**config.mk**
```make
export PLATFORM = sky130hd
export DESIGN_NAME = cat_alu_tail
export DESIGN_NICKNAME = d
export VERILOG_FILES = /design/src/hw/cat_pkg.sv /design/src/hw/cat_alu.sv /design/src/hw/cat_wdt.sv /design/src/hw/cat_alu_tail.sv
export SDC_FILE = /design/constraint.sdc
export NUM_CORES = 2
export LEC_CHECK = 0
export BUFFER_PORTS_ARGS = -buffer_cell sky130_fd_sc_hd__buf_4
export CORE_ASPECT_RATIO = 1.25
export CORE_MARGIN = 4
export CORE_UTILIZATION = 25
export CTS_CLUSTER_SIZE = 40
export DETAILED_ROUTE_END_ITERATION = 6
export GPL_TIMING_DRIVEN = 1
export PLACE_DENSITY = 0.46
export SLEW_MARGIN = 5
export SYNTH_ARGS = -nofsm -noshare
export SYNTH_HDL_FRONTEND = slang
export SYNTH_HIERARCHICAL = 1
export SYNTH_SLANG_ARGS = --single-unit
```
**constraint.sdc**
```tcl
create_clock -name i_ref_clk -period 14.6 [get_ports i_ref_clk]
set_input_delay 2.92 -clock i_ref_clk [delete_from_list [all_inputs] [get_ports i_ref_clk]]
set_output_delay 2.92 -clock i_ref_clk [all_outputs]
set_load 0.02 [all_outputs]
```
**src/hw/cat_pkg.sv**
```systemverilog
package cat_pkg;

  localparam int unsigned DATA_W = 8;
  localparam int unsigned ADDR_W = 12;
  localparam int unsigned FILE_DEPTH = 128;

  // Register offsets in bytes.
  localparam logic [11:0] OFS_CTRL    = 12'h000;
  localparam logic [11:0] OFS_OPERAND = 12'h004;
  localparam logic [11:0] OFS_W       = 12'h008;
  localparam logic [11:0] OFS_STATUS  = 12'h00c;
  localparam logic [11:0] OFS_DIR_A   = 12'h010;
  localparam logic [11:0] OFS_DIR_B   = 12'h014;
  localparam logic [11:0] OFS_DIR_C   = 12'h018;
  localparam logic [11:0] OFS_WDT     = 12'h01c;
  localparam logic [11:0] OFS_WDT_EN  = 12'h020;
  localparam logic [1:0]  FILE_WIN    = 2'h1;

  // Field positions.
  localparam int unsigned CTRL_OP_LSB = 0;
  localparam int unsigned CTRL_DEST   = 4;
  localparam int unsigned ST_C        = 0;
  localparam int unsigned ST_DC       = 1;
  localparam int unsigned ST_Z        = 2;
  localparam int unsigned ST_PD       = 3;
  localparam int unsigned ST_TO       = 4;
  localparam int unsigned ST_SLEEP    = 5;
  localparam int unsigned ST_ERR      = 6;

  // Operand limits and direction selects.
  localparam logic [7:0] FILE_ADDR_MAX = 8'h7f;
  localparam logic [7:0] DIR_SEL_A     = 8'h05;
  localparam logic [7:0] DIR_SEL_B     = 8'h06;
  localparam logic [7:0] DIR_SEL_C     = 8'h07;

  // Reset values.
  localparam logic [7:0] DIR_RST = 8'hff;
  localparam logic       TO_RST  = 1'b1;
  localparam logic       PD_RST  = 1'b1;

  // Watchdog prescaler divide, in core clock cycles.
  localparam int unsigned WDT_PRESC_DIV = 32;

  typedef enum logic [3:0] {
    CAT_ROTATE_RIGHT_THROUGH_CARRY = 4'h0,
    CAT_SUBTRACT_FROM_LITERAL      = 4'h1,
    CAT_SUBTRACT_FROM_REGISTER     = 4'h2,
    CAT_SUBTRACT_REGISTER_WITH_BORROW = 4'h3,
    CAT_NIBBLE_SWAP                = 4'h4,
    CAT_XOR_WITH_LITERAL           = 4'h5,
    CAT_XOR_WITH_REGISTER          = 4'h6,
    CAT_LOAD_PORT_DIRECTION        = 4'h7,
    CAT_SLEEP                      = 4'h8
  } cat_op_t;

  typedef struct packed {
    logic [7:0] result;
    logic       c;
    logic       dc;
    logic       z;
    logic       upd_c;
    logic       upd_dc;
    logic       upd_z;
    logic       to_w;
  } cat_alu_out_t;

  typedef struct packed {
    logic [7:0] port_a_direction;
    logic [7:0] port_b_direction;
    logic [7:0] port_c_direction;
  } cat_dir_t;

endpackage : cat_pkg

```
**src/hw/cat_alu.sv**
```systemverilog
`timescale 1ns/1ps
`default_nettype none
module cat_alu (
  // Operation
  input  wire cat_pkg::cat_op_t     i_op,
  input  wire logic                 i_dest,
  // Operands
  input  wire logic [7:0]           i_w,
  input  wire logic [7:0]           i_f,
  input  wire logic [7:0]           i_lit,
  input  wire logic                 i_carry,
  // Result
  output cat_pkg::cat_alu_out_t     o_alu
);

  logic [7:0] minuend;
  logic       cin;
  logic [4:0] lo_sum;
  logic [8:0] full_sum;

  always_comb begin
    minuend = (i_op == cat_pkg::CAT_SUBTRACT_FROM_LITERAL) ? i_lit : i_f;
    cin = (i_op == cat_pkg::CAT_SUBTRACT_REGISTER_WITH_BORROW) ? i_carry : 1'b1;
    lo_sum = {1'b0, minuend[3:0]} + {1'b0, ~i_w[3:0]} + {4'h0, cin};
    full_sum = {1'b0, minuend} + {1'b0, ~i_w} + {8'h00, cin};
    o_alu = '0;
    o_alu.to_w = ~i_dest;
    case (i_op)
      cat_pkg::CAT_ROTATE_RIGHT_THROUGH_CARRY: begin
        o_alu.result = {i_carry, i_f[7:1]};
        o_alu.c = i_f[0];
        o_alu.upd_c = 1'b1;
      end
      cat_pkg::CAT_SUBTRACT_FROM_LITERAL,
      cat_pkg::CAT_SUBTRACT_FROM_REGISTER,
      cat_pkg::CAT_SUBTRACT_REGISTER_WITH_BORROW: begin
        o_alu.result = full_sum[7:0];
        o_alu.c = full_sum[8];
        o_alu.dc = lo_sum[4];
        o_alu.upd_c = 1'b1;
        o_alu.upd_dc = 1'b1;
        o_alu.upd_z = 1'b1;
        if (i_op == cat_pkg::CAT_SUBTRACT_FROM_LITERAL) begin
          o_alu.to_w = 1'b1;
        end
      end
      cat_pkg::CAT_NIBBLE_SWAP: begin
        o_alu.result = {i_f[3:0], i_f[7:4]};
      end
      cat_pkg::CAT_XOR_WITH_LITERAL: begin
        o_alu.result = i_w ^ i_lit;
        o_alu.upd_z = 1'b1;
        o_alu.to_w = 1'b1;
      end
      cat_pkg::CAT_XOR_WITH_REGISTER: begin
        o_alu.result = i_w ^ i_f;
        o_alu.upd_z = 1'b1;
      end
      default: begin
        o_alu.result = i_w;
        o_alu.to_w = 1'b0;
      end
    endcase
    o_alu.z = (o_alu.result == 8'h00);
  end

endmodule : cat_alu
`default_nettype wire

```
**src/hw/cat_wdt.sv**
```systemverilog
`timescale 1ns/1ps
`default_nettype none
module cat_wdt #(
  parameter int unsigned PRESC_DIV = cat_pkg::WDT_PRESC_DIV
) (
  // Clock and reset
  input  wire logic       i_ref_clk,
  input  wire logic       i_rst,
  // Control
  input  wire logic       i_enable,
  input  wire logic       i_clear,
  // Status
  output logic [7:0]      o_count,
  output logic            o_timeout
);

  if (PRESC_DIV < 2 || PRESC_DIV > 65536) begin : g_bad_presc
    $error("cat_wdt: PRESC_DIV out of range");
  end

  typedef struct packed {
    logic [15:0] presc;
    logic [7:0]  count;
    logic        timeout;
  } cat_wdt_state_t;

  cat_wdt_state_t st_reg;
  cat_wdt_state_t st_next;

  always_comb begin
    st_next = st_reg;
    st_next.timeout = 1'b0;
    if (i_clear) begin
      st_next.presc = '0;
      st_next.count = 8'h00;
    end else if (i_enable) begin
      if (st_reg.presc == 16'(PRESC_DIV - 1)) begin
        st_next.presc = '0;
        st_next.count = st_reg.count + 8'h01;
        st_next.timeout = (st_reg.count == 8'hff);
      end else begin
        st_next.presc = st_reg.presc + 16'h0001;
      end
    end
  end

  always_ff @(posedge i_ref_clk) begin
    if (i_rst) begin
      st_reg <= '0;
    end else begin
      st_reg <= st_next;
    end
  end

  assign o_count = st_reg.count;
  assign o_timeout = st_reg.timeout;

endmodule : cat_wdt
`default_nettype wire

```
**src/hw/cat_alu_tail.sv**
```systemverilog
// Overview of operation
// - Rotate right: carry into bit7, bit0 to carry.
// - File address 0..127; select 0 W, 1 file.
// - Literal minus W into W, flags updated.
// - Carry and digit carry clear on borrow.
// - File minus W to selected destination.
// - File minus W minus inverted carry.
// - Nibble swap, no flags touched.
// - W xor literal into W, zero only.
// - W xor file to destination, zero only.
// - Sleep clears power-down, sets time-out, clears watchdog.
// - Sleep refuses further instructions, setting error, until wake or time-out.
// - Operand 5/6/7 loads port A/B/C direction.
`timescale 1ns/1ps
`default_nettype none
module cat_alu_tail #(
  parameter int unsigned FILE_DEPTH = cat_pkg::FILE_DEPTH,
  parameter int unsigned PRESC_DIV  = cat_pkg::WDT_PRESC_DIV
) (
  // Clock and reset
  input  wire logic                 i_ref_clk,
  input  wire logic                 i_rst,
  // Avalon-MM slave
  input  wire logic [11:0]          i_avs_address,
  input  wire logic                 i_avs_read,
  input  wire logic                 i_avs_write,
  input  wire logic [31:0]          i_avs_writedata,
  input  wire logic [3:0]           i_avs_byteenable,
  output logic [31:0]               o_avs_readdata,
  output logic                      o_avs_waitrequest,
  // Wake request
  input  wire logic                 i_wake,
  // Core outputs
  output cat_pkg::cat_dir_t         o_dir,
  output logic [7:0]                o_w,
  output logic                      o_sleep
);

  if (FILE_DEPTH != cat_pkg::FILE_DEPTH) begin : g_bad_depth
    $error("cat_alu_tail: FILE_DEPTH must be 128");
  end
  if (PRESC_DIV < 2 || PRESC_DIV > 65536) begin : g_bad_presc
    $error("cat_alu_tail: PRESC_DIV out of range");
  end

  typedef struct packed {
    logic [FILE_DEPTH-1:0][7:0] file;
    logic [7:0]                 w;
    logic [7:0]                 operand;
    logic [4:0]                 ctrl;
    logic                       c;
    logic                       dc;
    logic                       z;
    logic                       pd;
    logic                       to;
    logic                       sleep;
    logic                       err;
    logic                       wdt_en;
    cat_pkg::cat_dir_t          dir;
    logic                       ack;
    logic [7:0]                 rdata;
  } cat_core_state_t;

  cat_core_state_t       st_reg;
  cat_core_state_t       st_next;
  cat_pkg::cat_alu_out_t alu;
  cat_pkg::cat_op_t      op;
  logic                  dest;
  logic [6:0]            fidx;
  logic [7:0]            fval;
  logic                  wr_take;
  logic                  exec;
  logic                  refuse;
  logic                  uses_file;
  logic                  wdt_clear;
  logic                  wdt_timeout;
  logic [7:0]            wdt_count;
  logic                  in_file_win;
  logic [6:0]            bus_idx;

  always_comb begin
    op = cat_pkg::cat_op_t'(i_avs_writedata[cat_pkg::CTRL_OP_LSB +: 4]);
    dest = i_avs_writedata[cat_pkg::CTRL_DEST];
    fidx = st_reg.operand[6:0];
    fval = st_reg.file[fidx];
    in_file_win = (i_avs_address[11:10] == cat_pkg::FILE_WIN);
    bus_idx = i_avs_address[8:2];
  end

  cat_alu u_alu (
    .i_op    (op),
    .i_dest  (dest),
    .i_w     (st_reg.w),
    .i_f     (fval),
    .i_lit   (st_reg.operand),
    .i_carry (st_reg.c),
    .o_alu   (alu)
  );

  cat_wdt #(
    .PRESC_DIV (PRESC_DIV)
  ) u_wdt (
    .i_ref_clk (i_ref_clk),
    .i_rst     (i_rst),
    .i_enable  (st_reg.wdt_en),
    .i_clear   (wdt_clear),
    .o_count   (wdt_count),
    .o_timeout (wdt_timeout)
  );

  always_comb begin
    wr_take = i_avs_write & st_reg.ack & i_avs_byteenable[0];
    exec = wr_take & (i_avs_address == cat_pkg::OFS_CTRL);
    case (op)
      cat_pkg::CAT_ROTATE_RIGHT_THROUGH_CARRY,
      cat_pkg::CAT_SUBTRACT_FROM_REGISTER,
      cat_pkg::CAT_SUBTRACT_REGISTER_WITH_BORROW,
      cat_pkg::CAT_NIBBLE_SWAP,
      cat_pkg::CAT_XOR_WITH_REGISTER: begin
        uses_file = 1'b1;
      end
      default: begin
        uses_file = 1'b0;
      end
    endcase
    refuse = 1'b0;
    if (st_reg.sleep) begin
      refuse = 1'b1;
    end else if (uses_file && st_reg.operand > cat_pkg::FILE_ADDR_MAX) begin
      refuse = 1'b1;
    end else if (op == cat_pkg::CAT_LOAD_PORT_DIRECTION) begin
      refuse = (st_reg.operand < cat_pkg::DIR_SEL_A) || (st_reg.operand > cat_pkg::DIR_SEL_C);
    end else if (i_avs_writedata[3:0] > 4'(cat_pkg::CAT_SLEEP)) begin
      refuse = 1'b1;
    end
    wdt_clear = exec & ~refuse & (op == cat_pkg::CAT_SLEEP);
  end

  always_comb begin
    st_next = st_reg;
    // Every access takes one wait state; read data loads at the end of it, writes land on the accepting edge.
    st_next.ack = (i_avs_read | i_avs_write) & ~st_reg.ack;
    if (i_avs_read && !st_reg.ack) begin
      st_next.rdata = 8'h00;
      if (in_file_win) begin
        st_next.rdata = st_reg.file[bus_idx];
      end else begin
        case (i_avs_address)
          cat_pkg::OFS_CTRL: begin
            st_next.rdata = {3'h0, st_reg.ctrl};
          end
          cat_pkg::OFS_OPERAND: begin
            st_next.rdata = st_reg.operand;
          end
          cat_pkg::OFS_W: begin
            st_next.rdata = st_reg.w;
          end
          cat_pkg::OFS_STATUS: begin
            st_next.rdata[cat_pkg::ST_C] = st_reg.c;
            st_next.rdata[cat_pkg::ST_DC] = st_reg.dc;
            st_next.rdata[cat_pkg::ST_Z] = st_reg.z;
            st_next.rdata[cat_pkg::ST_PD] = st_reg.pd;
            st_next.rdata[cat_pkg::ST_TO] = st_reg.to;
            st_next.rdata[cat_pkg::ST_SLEEP] = st_reg.sleep;
            st_next.rdata[cat_pkg::ST_ERR] = st_reg.err;
          end
          cat_pkg::OFS_DIR_A: begin
            st_next.rdata = st_reg.dir.port_a_direction;
          end
          cat_pkg::OFS_DIR_B: begin
            st_next.rdata = st_reg.dir.port_b_direction;
          end
          cat_pkg::OFS_DIR_C: begin
            st_next.rdata = st_reg.dir.port_c_direction;
          end
          cat_pkg::OFS_WDT: begin
            st_next.rdata = wdt_count;
          end
          cat_pkg::OFS_WDT_EN: begin
            st_next.rdata = {7'h00, st_reg.wdt_en};
          end
          default: begin
            st_next.rdata = 8'h00;
          end
        endcase
      end
    end

    // Plain register writes.
    if (wr_take) begin
      if (in_file_win) begin
        st_next.file[bus_idx] = i_avs_writedata[7:0];
      end else begin
        case (i_avs_address)
          cat_pkg::OFS_OPERAND: begin
            st_next.operand = i_avs_writedata[7:0];
          end
          cat_pkg::OFS_W: begin
            st_next.w = i_avs_writedata[7:0];
          end
          cat_pkg::OFS_STATUS: begin
            st_next.c = i_avs_writedata[cat_pkg::ST_C];
            st_next.dc = i_avs_writedata[cat_pkg::ST_DC];
            st_next.z = i_avs_writedata[cat_pkg::ST_Z];
            if (i_avs_writedata[cat_pkg::ST_ERR]) begin
              st_next.err = 1'b0;
            end
          end
          cat_pkg::OFS_WDT_EN: begin
            st_next.wdt_en = i_avs_writedata[0];
          end
          default: begin
          end
        endcase
      end
    end

    // A watchdog time-out or wake request ends sleep.
    if (wdt_timeout) begin
      st_next.to = 1'b0;
      st_next.sleep = 1'b0;
    end
    if (i_wake) begin
      st_next.sleep = 1'b0;
    end

    // Instruction execution on a write to the control register.
    if (exec) begin
      st_next.ctrl = i_avs_writedata[4:0];
      if (refuse) begin
        st_next.err = 1'b1;
      end else begin
        case (op)
          cat_pkg::CAT_LOAD_PORT_DIRECTION: begin
            case (st_reg.operand)
              cat_pkg::DIR_SEL_A: begin
                st_next.dir.port_a_direction = st_reg.w;
              end
              cat_pkg::DIR_SEL_B: begin
                st_next.dir.port_b_direction = st_reg.w;
              end
              default: begin
                st_next.dir.port_c_direction = st_reg.w;
              end
            endcase
          end
          cat_pkg::CAT_SLEEP: begin
            st_next.pd = 1'b0;
            st_next.to = 1'b1;
            st_next.sleep = 1'b1;
          end
          default: begin
            if (alu.to_w) begin
              st_next.w = alu.result;
            end else begin
              st_next.file[fidx] = alu.result;
            end
            if (alu.upd_c) begin
              st_next.c = alu.c;
            end
            if (alu.upd_dc) begin
              st_next.dc = alu.dc;
            end
            if (alu.upd_z) begin
              st_next.z = alu.z;
            end
          end
        endcase
      end
    end
  end

  always_ff @(posedge i_ref_clk) begin
    if (i_rst) begin
      st_reg <= '0;
      st_reg.pd <= cat_pkg::PD_RST;
      st_reg.to <= cat_pkg::TO_RST;
      st_reg.dir <= {3{cat_pkg::DIR_RST}};
    end else begin
      st_reg <= st_next;
    end
  end

  assign o_avs_waitrequest = (i_avs_read | i_avs_write) & ~st_reg.ack;
  assign o_avs_readdata = {24'h000000, st_reg.rdata};
  assign o_dir = st_reg.dir;
  assign o_w = st_reg.w;
  assign o_sleep = st_reg.sleep;

endmodule : cat_alu_tail
`default_nettype wire

```
==> results.toml <==
[synth]
syn_inst = 7395
yosysWarnings = 6
synth_edf_count = 0
synth_area_sq_mm = 0.0694
yosysSeqAreaShare_pct = 32.1
synth_cell_types = 103
ys_seq_elements = 1111
avgSynthCellArea_sq_um = 9.38
postSynth.asyncResetShare_pct = 0
synth-main-ff-cell = "dfxtp_1"

[sta]
setup_viol = 0
finClkSkew_ns = 0.0419
worst_pin_slew_ns = 1.53
rsz0062_at_grt = "no"
layout_worst_path_cycle_share_pct = 62.9
finalSetupTns_ns = 0
fmax_mhz = 109
slew_viol_final = 14
fin_crit_ns = 9.19
slew_headroom_pct = -2.22
finalHoldWorstSlack_ns = 0.465
finalHoldViolCount = 0

[drt]
routed_via_density = 6.20
via_count = 66400
antenna_left = 0
drtIter0Drc = 9014
dr.pass1.iters = 7
drc_errors = 7
wl_per_cell_um = 34.8
drt-total-wl_um = 373000

[pwr]
p_sw_share_pct = 27.4
ir_drop_mv = 0.0918
internal_power_mw = 4.95
p_per_area_mw_per_mm2 = 89.2
p_leak_nw = 24.5
power_frac_seq_pct = 44.5
combPwrFrac_pct = 7.6
clockPowerShare_pct = 48.0
p_sw_mw = 1.87

[setup_path]
cp_slowest_cell = "dfxtp_4"
max_stage_delay_ns = 0.93
required_ns = 15.30
crit_chain = "buf_4 -> buf_4 -> mux4_2 -> mux4_2 -> mux4_2 -> nand2_1 -> o31ai_1 -> mux2_2 -> fa_1 -> fa_1 -> nand3_1 -> a21oi_1 -> o21ai_0 -> nand3b_1 -> a22oi_2 -> buf_4 -> nor2_1 -> nand2_1 -> buf_4 -> nor3_1 -> a311oi_1"
crit_top_cell = "buf_4"
start_kind = "register"
worstSetupPathType = "reg2reg"
crit_path_max_fanout = 43
cp.arrival_ns = 9.88
crit_path_end_kind = "register"

[clocking]
cts.sinks = 1111
h-tree-depth = 3
post_cts_resized = 0
cts_buffers = 117
cts-root-buf = "clkbuf_16"
post-cts-setup-buffer-count = 0
cts_tree = "done"
clk_latency_ns = 0.80
cts_buffer_depth = 3
hold_buffers = 0
clk_pin_slew_ns = 0.07

[floorplan]
num_rows = 215
die-area_sq_mm = 0.286
die_y_um = 597
pin_count = 119
start_util_pct = 25.2
die_width_um = 479
core_area_sq_mm = 0.275

[finish]
largest_reg_flops = 1038
layout_commonest_cell = "dfxtp_1"
mostFrequentLayoutCells = "1105 x dfxtp_1, 1102 x nor2_1, 828 x mux2i_1"
nets = 6980
areaGrowthSynthToFinish_pct = 10.2
drive_above_1_share_pct = 16.2

[global_routing]
grt_max_degree = 159
grt_pass1_wl_um = 519000
grt-ovfl-total = 0
grt_pass1_vias = 62800
antenna_found_initial = 37
grt_util_all_layers_pct = 25.1

[job]
cap_violations = 3

[run_status]
status = "finished, violations left"
violations = "DRC, capacitance limit, slew limit"

[place]
place_congestion = 0.963
port_buffers = 67
hpwlAfterDp_um = 237000

[hold_path]
hp-class = "reg2reg"
area by class of cell:
class,count,area (sq um)
tap,3689,4620
clock inverter,38,507
clock buffer,177,3470
fill,28900,199000
sequential,1111,22300
antenna,19,47.5
timing repair buffer,272,2220
multi-input combinational,5380,43200
inverter,34,140
kinds of logic after synthesis:
kind of cell	Yosys count	synth area share, %
XOR/XNOR	18	0.227
flip-flops	1111	32.1
multiplexers	1352	28.5
adder cells (fa/ha/maj)	11	0.220
AO/OA/AOI/OAI	1591	17.6
AND/OR/NAND/NOR	2384	15.1
buffers and inverters	927	6.20
other	1	0.00541
final timing paths:
kind | slack [ns] | startpoint | end | cells past startpoint
setup reg to reg | 5.41 | fidx[1] | st_reg[804] | 21
hold / removal | 0.47 | st_reg[37] | st_reg[37] | 1
hold reg to reg | 0.47 | st_reg[37] | st_reg[37] | 1
setup / recovery | 5.41 | fidx[1] | st_reg[804] | 21
power groups by stage:
stage	clock network, mW	logic (mW)	registers (mW)
6_report	3.27	0.517	3.03
4_1_cts	3.29	0.493	3.03
5_1_grt	3.39	0.510	3.03
3_3_place_gp	0	0.493	3.10
2_1_floorplan	0	0.265	3.10
3_5_place_dp	0	0.492	3.10
cell usage after synthesis, types with 12 or more instances:
master / number / area [sq um]
buf_4: 118 / 886
nor2_1: 1120 / 4200
o221ai_1: 28 / 245
buf_1: 70 / 263
a21oi_1: 142 / 711
nand2b_1: 20 / 125
o22ai_1: 35 / 219
and3_1: 12 / 75.1
a211oi_1: 503 / 3780
nor2_2: 21 / 131
nand3_1: 340 / 1700
nand2_1: 617 / 2320
mux2i_1: 829 / 8300
a311oi_1: 320 / 2800
a22oi_1: 67 / 503
or3_1: 18 / 113
nor4_1: 17 / 106
nor3_1: 71 / 355
buf_6: 21 / 236
nor3_2: 16 / 160
inv_1: 31 / 116
nand3_2: 13 / 130
mux2_2: 26 / 293
a221oi_1: 260 / 2280
buf_2: 160 / 801
a211o_1: 26 / 228
o21ai_0: 100 / 500
clkbuf_1: 522 / 1960
nor2b_1: 36 / 225
dfxtp_1: 1111 / 22200
mux4_2: 495 / 11100
nand4_1: 15 / 93.8
a22o_1: 14 / 123
per-layer routing:
metal	wire length [um]	vias to the layer above	share of wire (%)	track usage, %
met3	39100	1292	10	7.24
met4	34700	34	9.3	20.1
met1	138000	33400	37	30.2
li1	-	27200	-	-
met5	227	-	0.061	0
met2	161000	4545	43	37.4
stage by stage:
step | util (%) | std cells | power, mW | setup WS (ns) | area [sq um]
detailed placement | 26.3 | 10500 | 3.59 | 5.56 | 72400
floorplan | - | 7418 | 3.37 | 7.64 | 69400
global route | 27.8 | 10700 | 6.93 | 5.33 | 76400
CTS | 27.7 | 10700 | 6.81 | 5.65 | 76400
finish | 27.8 | 10700 | 6.82 | 5.41 | 76400
global placement | 26.3 | 10500 | 3.59 | 5.59 | 72400
worst max-delay path, delay by kind of cell, from the launching register on:
kind,cells,cell delay (ns)
simple gates,6,1.71
mux,4,1.96
buf+inv,4,2.40
flops,1,0.93
fa+ha+maj,2,0.94
compound gates,5,0.97
No activity file was read; power rests on OpenSTA's default activity.
